$ cat src/rtl/swc_pkg.sv
// Constants, types and layouts shared by the sleep/wake configuration block
// Operation
// - Divert bit clear: sleep-enable write starts sleep
// - Divert bit set: no sleep, raise SMI
// - Every sleep-enable write sets SMI flag
// - Source bit clear: wake status on power-on fall
// - Source bit set: also any enabled wake
package swc_pkg;

  ////////////////////////////////////////////////////////////////////////////
  // Register byte addresses
  localparam logic [7:0] SWC_OFF_CTRL = 8'h00;
  localparam logic [7:0] SWC_OFF_WAKE_EN = 8'h04;
  localparam logic [7:0] SWC_OFF_STATUS = 8'h08;
  localparam logic [7:0] SWC_OFF_CLEAR = 8'h0C;
  localparam logic [7:0] SWC_OFF_IRQ_EN = 8'h10;
  localparam logic [7:0] SWC_OFF_CONFIG = 8'hF0;

  ////////////////////////////////////////////////////////////////////////////
  // Field widths and positions
  localparam int SWC_CFG_W = 2;
  localparam int SWC_TYPE_W = 3;
  localparam int SWC_WAKE_W = 8;
  localparam int SWC_ST_W = 3;
  localparam int SWC_CFG_DIVERT = 0;
  localparam int SWC_CFG_WSRC = 1;
  localparam int SWC_CTRL_SLP_EN = 0;
  localparam int SWC_CTRL_TYPE_LSB = 1;
  localparam int SWC_ST_WAKE = 0;
  localparam int SWC_ST_SMI = 1;
  localparam int SWC_ST_SLEEP = 2;

  ////////////////////////////////////////////////////////////////////////////
  // Values after reset
  localparam logic [SWC_CFG_W-1:0] SWC_CFG_RST = 2'h0;
  localparam logic [SWC_TYPE_W-1:0] SWC_TYPE_RST = 3'h0;
  localparam logic [SWC_WAKE_W-1:0] SWC_WAKE_EN_RST = 8'h00;
  localparam logic [SWC_ST_W-1:0] SWC_ST_RST = 3'h0;
  localparam logic [SWC_ST_W-1:0] SWC_IRQ_EN_RST = 3'h0;
  localparam logic [31:0] SWC_DATA_RST = 32'h0000_0000;
  localparam logic [7:0] SWC_ADDR_RST = 8'h00;

  // Synchroniser depth for pin inputs, in flops
  localparam int SWC_SYNC_STAGES = 2;

  ////////////////////////////////////////////////////////////////////////////
  // Bus data-phase tracker, one-hot
  typedef enum logic [3:0] {
    SWC_PH_IDLE = 4'b0001,
    SWC_PH_WRITE = 4'b0010,
    SWC_PH_RWAIT = 4'b0100,
    SWC_PH_RDONE = 4'b1000
  } swc_phase_t;

  // Sleep request toward the sequencer
  typedef struct packed {
    logic start;
    logic [SWC_TYPE_W-1:0] kind;
  } swc_sleep_req_t;

  // Whole state of the top module
  typedef struct packed {
    swc_phase_t phase;
    logic [7:0] addr;
    logic hit;
    logic [SWC_CFG_W-1:0] cfg;
    logic [SWC_TYPE_W-1:0] slp_type;
    logic [SWC_WAKE_W-1:0] wake_en;
    logic [SWC_ST_W-1:0] status;
    logic [SWC_ST_W-1:0] irq_en;
    logic [31:0] rdata;
    swc_sleep_req_t req;
  } swc_state_t;

endpackage : swc_pkg

$ cat src/rtl/swc_sync_edge.sv
// Two-flop pin synchroniser with registered edge pulses
`timescale 1ns/1ps
`default_nettype none
module swc_sync_edge #(
  parameter int W = 1
) (
  input wire logic i_clock,
  input wire logic i_reset,
  input wire logic [W-1:0] i_async,
  output logic [W-1:0] o_level,
  output logic [W-1:0] o_rise,
  output logic [W-1:0] o_fall
);

  typedef struct packed {
    logic [W-1:0] meta;
    logic [W-1:0] sync;
    logic [W-1:0] prev;
    logic [W-1:0] rise;
    logic [W-1:0] fall;
  } swc_sync_state_t;

  swc_sync_state_t state_r;
  swc_sync_state_t state_nxt;

  ////////////////////////////////////////////////////////////////////////////
  // Meta stage feeds only the sync stage; edges look at sync and prev
  always_comb begin
    state_nxt = state_r;
    state_nxt.meta = i_async;
    state_nxt.sync = state_r.meta;
    state_nxt.prev = state_r.sync;
    state_nxt.rise = state_r.sync & ~state_r.prev;
    state_nxt.fall = ~state_r.sync & state_r.prev;
  end

  // Reset meta, sync and prev to ones and the edge flags to zero so an idle-high pin gives no false fall
  always_ff @(posedge i_clock) begin
    if (i_reset) begin
      state_r <= '{default: '1};
      state_r.rise <= '0;
      state_r.fall <= '0;
    end else begin
      state_r <= state_nxt;
    end
  end

  assign o_level = state_r.sync;
  assign o_rise = state_r.rise;
  assign o_fall = state_r.fall;

endmodule : swc_sync_edge
`default_nettype wire

$ cat src/rtl/swc_top.sv
// Sleep/wake configuration block with AHB-Lite register slave
`timescale 1ns/1ps
`default_nettype none
module swc_top (
  input wire logic i_clock,
  input wire logic i_reset,
  // AHB-Lite slave
  input wire logic i_hsel,
  input wire logic [31:0] i_haddr,
  input wire logic [1:0] i_htrans,
  input wire logic i_hwrite,
  input wire logic [2:0] i_hsize,
  input wire logic [31:0] i_hwdata,
  input wire logic i_hready,
  output logic o_hreadyout,
  output logic o_hresp,
  output logic [31:0] o_hrdata,
  // Pins
  input wire logic i_power_on_request_n,
  input wire logic [swc_pkg::SWC_WAKE_W-1:0] i_wake_event,
  // Toward sequencer and SMI logic
  output swc_pkg::swc_sleep_req_t o_sleep_req,
  output logic o_wake_sts,
  output logic o_smi,
  output logic o_irq
);

  ////////////////////////////////////////////////////////////////////////////
  // Helpers

  // Address match; used by both read and write decode
  function automatic logic reg_hit(
    input logic hit,
    input logic [7:0] addr,
    input logic [7:0] off
  );
    reg_hit = hit && (addr == off);
  endfunction : reg_hit

  // Read mux; unmapped and write-only registers read zero
  function automatic logic [31:0] read_word(
    input swc_pkg::swc_state_t s
  );
    logic [31:0] w;
    w = 32'h0000_0000;
    if (reg_hit(s.hit, s.addr, swc_pkg::SWC_OFF_CONFIG)) begin
      w[swc_pkg::SWC_CFG_W-1:0] = s.cfg;
    end else if (reg_hit(s.hit, s.addr, swc_pkg::SWC_OFF_CTRL)) begin
      w[swc_pkg::SWC_CTRL_TYPE_LSB +: swc_pkg::SWC_TYPE_W] = s.slp_type;
    end else if (reg_hit(s.hit, s.addr, swc_pkg::SWC_OFF_WAKE_EN)) begin
      w[swc_pkg::SWC_WAKE_W-1:0] = s.wake_en;
    end else if (reg_hit(s.hit, s.addr, swc_pkg::SWC_OFF_STATUS)) begin
      w[swc_pkg::SWC_ST_W-1:0] = s.status;
    end else if (reg_hit(s.hit, s.addr, swc_pkg::SWC_OFF_IRQ_EN)) begin
      w[swc_pkg::SWC_ST_W-1:0] = s.irq_en;
    end else begin
      w = 32'h0000_0000;
    end
    read_word = w;
  endfunction : read_word

  ////////////////////////////////////////////////////////////////////////////
  // State

  swc_pkg::swc_state_t state_r;
  swc_pkg::swc_state_t state_nxt;

  ////////////////////////////////////////////////////////////////////////////
  // Pin synchronisers

  logic pwr_fall;
  logic [swc_pkg::SWC_WAKE_W-1:0] wake_rise;

  // Power-on request is active low; its falling edge is the request
  swc_sync_edge #(
    .W(1)
  ) u_pwr_sync (
    .i_clock(i_clock),
    .i_reset(i_reset),
    .i_async(i_power_on_request_n),
    .o_level(),
    .o_rise(),
    .o_fall(pwr_fall)
  );

  // Wake sources count on their rising edge only
  swc_sync_edge #(
    .W(swc_pkg::SWC_WAKE_W)
  ) u_wake_sync (
    .i_clock(i_clock),
    .i_reset(i_reset),
    .i_async(i_wake_event),
    .o_level(),
    .o_rise(wake_rise),
    .o_fall()
  );

  ////////////////////////////////////////////////////////////////////////////
  // Bus decode

  logic addr_phase;
  logic data_write;
  logic wr_config;
  logic wr_ctrl;
  logic wr_wake_en;
  logic wr_clear;
  logic wr_irq_en;

  // Address phase taken when selected, NONSEQ/SEQ and bus ready
  assign addr_phase = i_hsel && i_htrans[1] && i_hready;
  assign data_write = (state_r.phase == swc_pkg::SWC_PH_WRITE);

  // Write strobes in the data phase, using the held address
  assign wr_config = data_write &&
    reg_hit(state_r.hit, state_r.addr, swc_pkg::SWC_OFF_CONFIG);
  assign wr_ctrl = data_write &&
    reg_hit(state_r.hit, state_r.addr, swc_pkg::SWC_OFF_CTRL);
  assign wr_wake_en = data_write &&
    reg_hit(state_r.hit, state_r.addr, swc_pkg::SWC_OFF_WAKE_EN);
  assign wr_clear = data_write &&
    reg_hit(state_r.hit, state_r.addr, swc_pkg::SWC_OFF_CLEAR);
  assign wr_irq_en = data_write &&
    reg_hit(state_r.hit, state_r.addr, swc_pkg::SWC_OFF_IRQ_EN);

  ////////////////////////////////////////////////////////////////////////////
  // Sleep-enable write and its two outcomes

  logic slp_en_write;
  logic divert;
  logic sleep_start;
  logic [swc_pkg::SWC_TYPE_W-1:0] new_type;

  // A one in the enable bit of a control write is the request
  assign slp_en_write = wr_ctrl && i_hwdata[swc_pkg::SWC_CTRL_SLP_EN];
  assign divert = state_r.cfg[swc_pkg::SWC_CFG_DIVERT];
  assign new_type =
    i_hwdata[swc_pkg::SWC_CTRL_TYPE_LSB +: swc_pkg::SWC_TYPE_W];

  // Sequence starts only when not diverted to SMI
  assign sleep_start = slp_en_write && !divert;

  ////////////////////////////////////////////////////////////////////////////
  // Wake status sources

  logic wake_any;
  logic wake_set;

  // Enabled wake edges, masked per source
  assign wake_any = |(wake_rise & state_r.wake_en);

  // Power-on edge always counts; other wakes only with source bit set
  assign wake_set = pwr_fall ||
    (state_r.cfg[swc_pkg::SWC_CFG_WSRC] && wake_any);

  ////////////////////////////////////////////////////////////////////////////
  // Sticky status update

  logic [swc_pkg::SWC_ST_W-1:0] st_set;
  logic [swc_pkg::SWC_ST_W-1:0] st_clr;

  // Event bits in status layout
  always_comb begin
    st_set = '0;
    st_set[swc_pkg::SWC_ST_WAKE] = wake_set;
    st_set[swc_pkg::SWC_ST_SMI] = slp_en_write;
    st_set[swc_pkg::SWC_ST_SLEEP] = sleep_start;
  end

  // Write-one-to-clear; set is ORed after so a coincident event wins
  assign st_clr = wr_clear ? i_hwdata[swc_pkg::SWC_ST_W-1:0] : '0;

  ////////////////////////////////////////////////////////////////////////////
  // Next state

  always_comb begin
    state_nxt = state_r;
    state_nxt.req.start = 1'b0;

    // Bus phase tracker; reads take one wait so data come from a flop
    case (state_r.phase)
      swc_pkg::SWC_PH_RWAIT: begin
        state_nxt.rdata = read_word(state_r);
        state_nxt.phase = swc_pkg::SWC_PH_RDONE;
      end
      default: begin
        if (addr_phase) begin
          state_nxt.addr = i_haddr[7:0];
          state_nxt.hit = (i_haddr[31:8] == 24'h000000);
          state_nxt.phase = i_hwrite ? swc_pkg::SWC_PH_WRITE
                                     : swc_pkg::SWC_PH_RWAIT;
        end else begin
          state_nxt.phase = swc_pkg::SWC_PH_IDLE;
        end
      end
    endcase

    // Only the two defined bits are stored; the rest ignore writes
    if (wr_config) begin
      state_nxt.cfg = i_hwdata[swc_pkg::SWC_CFG_W-1:0];
    end

    // Sleep type is remembered on every control write
    if (wr_ctrl) begin
      state_nxt.slp_type = new_type;
    end

    if (wr_wake_en) begin
      state_nxt.wake_en = i_hwdata[swc_pkg::SWC_WAKE_W-1:0];
    end

    if (wr_irq_en) begin
      state_nxt.irq_en = i_hwdata[swc_pkg::SWC_ST_W-1:0];
    end

    // Sequencer gets a one-cycle start with the type of this write
    if (sleep_start) begin
      state_nxt.req.start = 1'b1;
      state_nxt.req.kind = new_type;
    end

    state_nxt.status = (state_r.status & ~st_clr) | st_set;
  end

  ////////////////////////////////////////////////////////////////////////////
  // State register; battery power-on reset clears everything

  always_ff @(posedge i_clock) begin
    if (i_reset) begin
      state_r.phase <= swc_pkg::SWC_PH_IDLE;
      state_r.addr <= swc_pkg::SWC_ADDR_RST;
      state_r.hit <= 1'b0;
      state_r.cfg <= swc_pkg::SWC_CFG_RST;
      state_r.slp_type <= swc_pkg::SWC_TYPE_RST;
      state_r.wake_en <= swc_pkg::SWC_WAKE_EN_RST;
      state_r.status <= swc_pkg::SWC_ST_RST;
      state_r.irq_en <= swc_pkg::SWC_IRQ_EN_RST;
      state_r.rdata <= swc_pkg::SWC_DATA_RST;
      state_r.req.start <= 1'b0;
      state_r.req.kind <= swc_pkg::SWC_TYPE_RST;
    end else begin
      state_r <= state_nxt;
    end
  end

  ////////////////////////////////////////////////////////////////////////////
  // Outputs

  // Wait only in the first read data cycle; always OKAY
  assign o_hreadyout = (state_r.phase != swc_pkg::SWC_PH_RWAIT);
  assign o_hresp = 1'b0;
  assign o_hrdata = state_r.rdata;

  assign o_sleep_req = state_r.req;
  assign o_wake_sts = state_r.status[swc_pkg::SWC_ST_WAKE];

  // Divert bit doubles as the flag's SMI enable
  assign o_smi = state_r.status[swc_pkg::SWC_ST_SMI] && divert;

  // Level interrupt while any enabled sticky bit stands
  assign o_irq = |(state_r.status & state_r.irq_en);

endmodule : swc_top
`default_nettype wire

$ cat config.mk
export PLATFORM = sky130hd
export DESIGN_NAME = swc_top
export DESIGN_NICKNAME = d
export VERILOG_FILES = /design/src/rtl/swc_pkg.sv /design/src/rtl/swc_sync_edge.sv /design/src/rtl/swc_top.sv
export SDC_FILE = /design/constraint.sdc
export NUM_CORES = 1
export LEC_CHECK = 0
export BUFFER_PORTS_ARGS = -buffer_cell sky130_fd_sc_hd__buf_2
export CAP_MARGIN = 15
export CORE_ASPECT_RATIO = 1.4
export CORE_UTILIZATION = 30
export CTS_BUF_LIST = sky130_fd_sc_hd__clkbuf_8
export DETAILED_ROUTE_END_ITERATION = 8
export PLACE_DENSITY = 0.49
export RECOVER_POWER = 25
export SLEW_MARGIN = 15
export SYNTH_ARGS = -nofsm -noshare
export SYNTH_HDL_FRONTEND = slang
export SYNTH_HIERARCHICAL = 1
export SYNTH_SLANG_ARGS = --single-unit
$ cat constraint.sdc
create_clock -name i_clock -period 1.75 [get_ports i_clock]
set_input_delay 0.525 -clock i_clock [delete_from_list [all_inputs] [get_ports i_clock]]
set_output_delay 0.525 -clock i_clock [all_outputs]
set_load 0.01 [all_outputs]
; Yosys cells after proc, flatten, opt, wreduce, memory -nomap -nowiden
; Cells that the tools add are included.
[classes]
eq_ne = 8
muxes = 13
n_bitwise = 11
n_reduce_logical = 25
[ops]
columns = op, n
row1 = two-way mux 30 bit, 1
row2 = logical NOT 24 bit, 1
row3 = two-way mux 3 bit, 6
row4 = logical AND 1 bit, 17
row5 = AND 8 bit, 2
row6 = "equality test 8 x 4 -> 1 bit, second input constant", 2
row7 = two-way mux 4 bit, 3
row8 = "equality test 8 x 3 -> 1 bit, second input constant", 1
row9 = "equality test 8 x 5 -> 1 bit, second input constant", 1
row10 = "equality test 8 bit, second input constant", 1
row11 = logical NOT 8 bit, 1
row12 = two-way mux 8 bit, 1
row13 = NOT 8 bit, 1
row14 = OR reduction 8 bit, 1
row15 = AND 3 bit, 2
row16 = OR reduction 3 bit, 2
row17 = "equality test 4 x 2 -> 1 bit, second input constant", 1
row18 = "equality test 4 x 3 -> 1 bit, second input constant", 1
row19 = "inequality test 4 x 3 -> 1 bit, second input constant", 1
row20 = NOT 1 bit, 3
row21 = NOT 3 bit, 1
row22 = bitwise OR 3 bit, 1
row23 = two-way mux 2 bit, 1
row24 = AND reduction 2 bit, 1
row25 = other kinds (4), 4
[word_totals]
ff_bits = 104
input_bits = 83
output_inout_bits = 41
word_cells = 77

; Logic depth before layout (Yosys ltp)
[depth]
word_depth = 7
ltp_mapped = 6
ltp_nobuf = 5

; Hierarchy
; The synthesis kept the hierarchy.
[modules_own_cells]
columns = mod, instances, cells_each, area_each_um2, seq_area_each_um2
row1 = swc_top, 1, 252, 2284.7, 880.8
row2 = swc_sync_edge at u_wake_sync, 1, 108, 1296.2, 800.8
row3 = swc_sync_edge at u_pwr_sync, 1, 10, 133.9, 100.1

; Least setup slack after synthesis
; No wires, ideal clock.
[synth_path]
path_type = register -> output
from = reg state_r[64] (netlist bit)
to = out o_hreadyout
arrival_time_ns = 1.004
path_slack_ns = 0.221
path_stages_with_launch = 4
n_path_buf = 1
cell_sequence = dfxtp_1 nor4b_4 inv_2 buf_2
[synth_between]
elab_chain_len = 1
[synth_lines]
columns = item, line
row1 = from (decl), swc_top.sv:65  ; swc_pkg::swc_state_t state_r;
row2 = from (signal assigned), swc_top.sv:241  ; state_r <= state_nxt;
row3 = inequality test 4 x 3 -> 1 bit, swc_top.sv:249  ; assign o_hreadyout = (state_r.phase != swc_pkg::SWC_PH_RWAIT);
row4 = to (decl), swc_top.sv:15  ; output logic o_hreadyout,
; No other way between the ends.

; Worst setup path in the final report
; Same ends and word-level chain as after synthesis.

==> results_dict.tcl <==
set metrics [dict create \
    status "complete, no violations" \
    layout_commonest_cell "dfxtp_1" \
    highest_layer "met4" \
    routedLengthMet1_mm 2.84 \
    critical-path-slowest-cell "dfxtp_2" \
    max_freq_mhz 579 \
    cp_cell_sequence "nor4b_4 -> inv_2 -> buf_2" \
    io_pins 124 \
    path_delay_family "flip-flops" \
    timing.final.crit_share 0.988 \
    viasPerCell 4.39 \
    crit_type "register to primary output" \
    drt_iter0_drc 94 \
    core_sq_um 10900 \
    post_synth.cell_area_avg_sq_um 9.96 \
    drtPass1Iterations 4 \
    fillers 1122 \
    end_kind "primary output" \
    grt_start_max_net_pins 81 \
    hpwlAfterDp_mm 4.81 \
    areaGrowthSynthToFinish_pct 17.0 \
    vias 2406 \
    fin_crit_ps 1730 \
    drc_errors 0 \
    setup_tns_ps 0 \
    comb_power_share 0.056 \
    nets 485 \
    slew_viol_final 0 \
    clockBufferDepth 2 \
    synth_area_sq_um 3350 \
    grt_pass1_vias 2260 \
    relSlewSlack 0.474 \
    wire_per_inst_um 12.2 \
    power_density_nw_per_um2 909 \
    dpl.cell_count 526 \
    fin_cells 548 \
    worst_pin_slew_ps 789 \
    dieArea_sq_um 11600 \
    cp-start-kind "register" \
    critPathRequiredTime_ps 1220 \
    grt_pass1_wl_mm 10.9 \
    min_path_type "primary input to register" \
    clkPwrFrac 0.417 \
    multi_input_area_sq_um 1400 \
    grt_use_total 0.122 \
    start_util 0.308 \
    crit_arrival_ps 1200 \
    met2RoutedLength_mm 3.47 \
    seq_power_share 0.528 \
    tritoncts "done" \
    max-vdd-ir-drop_mv 0.329 \
    report.final.hold_viol_count 0 \
    drv_cap 0 \
    clk_pin_slew_worst_paths_ps 80 \
    yosysWarnings 6 \
    numCtsBuffers 9 \
    power.share.switching 0.227 \
    netlist_instances 336 \
    setup_viol 0 \
    antenna_found_initial 0 \
    gp_congestion 0.755 \
    grt_overflow 0 \
    layout-drive-gt1-share 0.300 \
    diodes 0 \
    critical_path.max_fanout 2 \
    critPathMaxStageDelay_ps 350 \
    htreeDepth 3 \
    p_leak_nw 1.71 \
    antenna_left 0 \
    cts_root_buf "clkbuf_8" \
    rsz0062_at_grt "yes" \
    clk_latency_ps 360 \
    register_area_sq_um 1610 \
    switching_power_mw 0.808 \
    critPathBufInv 2 \
    io_buffers 70 \
    row_count 45 \
    totalWireLength_mm 6.70 \
    fin_skew_ps 12.2 \
    die_h_um 127 \
    mostFrequentLayoutCells "dfxtp_1, buf_2, nor2_1" \
    route.met3.wl_um 243 \
    die_w_um 91.3 \
    intPower_mw 2.75 \
    cts.sink_count 80 \
    total_power_mw 3.56 \
]
==> power groups by stage <==
stage / Combinational (mW) / Sequential [mW] / Clock [mW]
floorplan: 0.157 / 1.91 / 0
global placement: 0.199 / 1.92 / 0
detailed placement: 0.202 / 1.92 / 0
CTS: 0.204 / 1.88 / 1.54
global route: 0.222 / 1.88 / 1.61
finish: 0.198 / 1.88 / 1.48
==> per-stage QoR <==
| stage | util | hold slack, ps | setup WS (ps) | area, sq um |
|---|---|---|---|---|
| finish | 0.360 | 339 | 21.4 | 3920 |
| global route | 0.360 | 320 | -59.8 | 3920 |
| CTS | 0.359 | 319 | 3.31 | 3900 |
| detailed placement | 0.336 | 382 | 47.1 | 3650 |
| global placement | 0.336 | 379 | 73.2 | 3650 |
| floorplan | - | 372 | 221 | 3440 |
==> what timing repair did <==
action                                  4_1_cts  5_1_grt
pin swaps                                     1        3
setup buffers                                 3        3
endpoints found under the setup margin        2        8
gates resized for setup                       4        3
endpoints found under the hold margin         0        0
cloned                                        0        0
hold buffers                                  0        0
==> final timing paths <==
check / start / to / slack (ps) / depth (start not counted)
setup / recovery: state_r[64] / o_hreadyout / 20 / 3
hold / removal: i_wake_event[4] / u_wake_sync/state_nxt[28] / 340 / 2
setup reg to reg: state_r[60] / o_hrdata[1] / 110 / 4
hold reg to reg: u_wake_sync/state_r[17] / u_wake_sync/o_rise[1] / 390 / 1
==> per-layer routing <==
| layer | vias to the layer above | global-route usage |
|---|---|---|
| met1 | 1113 | 0.134 |
| met2 | 61 | 0.219 |
| met5 | - | 0 |
| li1 | 1218 | - |
| met4 | 0 | 0.0682 |
| met3 | 14 | 0.0232 |
==> sequential cells by signal (all words and copies together), names as in the netlist, 4 cells and up <==
| register | count |
|---|---|
| u_wake_sync/state_nxt | 8 |
| u_wake_sync/o_level | 8 |
| o_sleep_req | 4 |
| state_r | 30 |
| u_wake_sync/state_r | 8 |
| u_wake_sync/o_rise | 8 |
| o_hrdata | 8 |
==> cell type report <==
cell class	instances	share of cell area
sequential	80	0.411
clock buffer	9	0.0316
timing repair buffer	89	0.126
tap	141	0.0451
multi-input combinational	217	0.358
clock inverter	7	0.0240
inverter	5	0.00479
No activity file was read; power rests on OpenSTA's default activity.
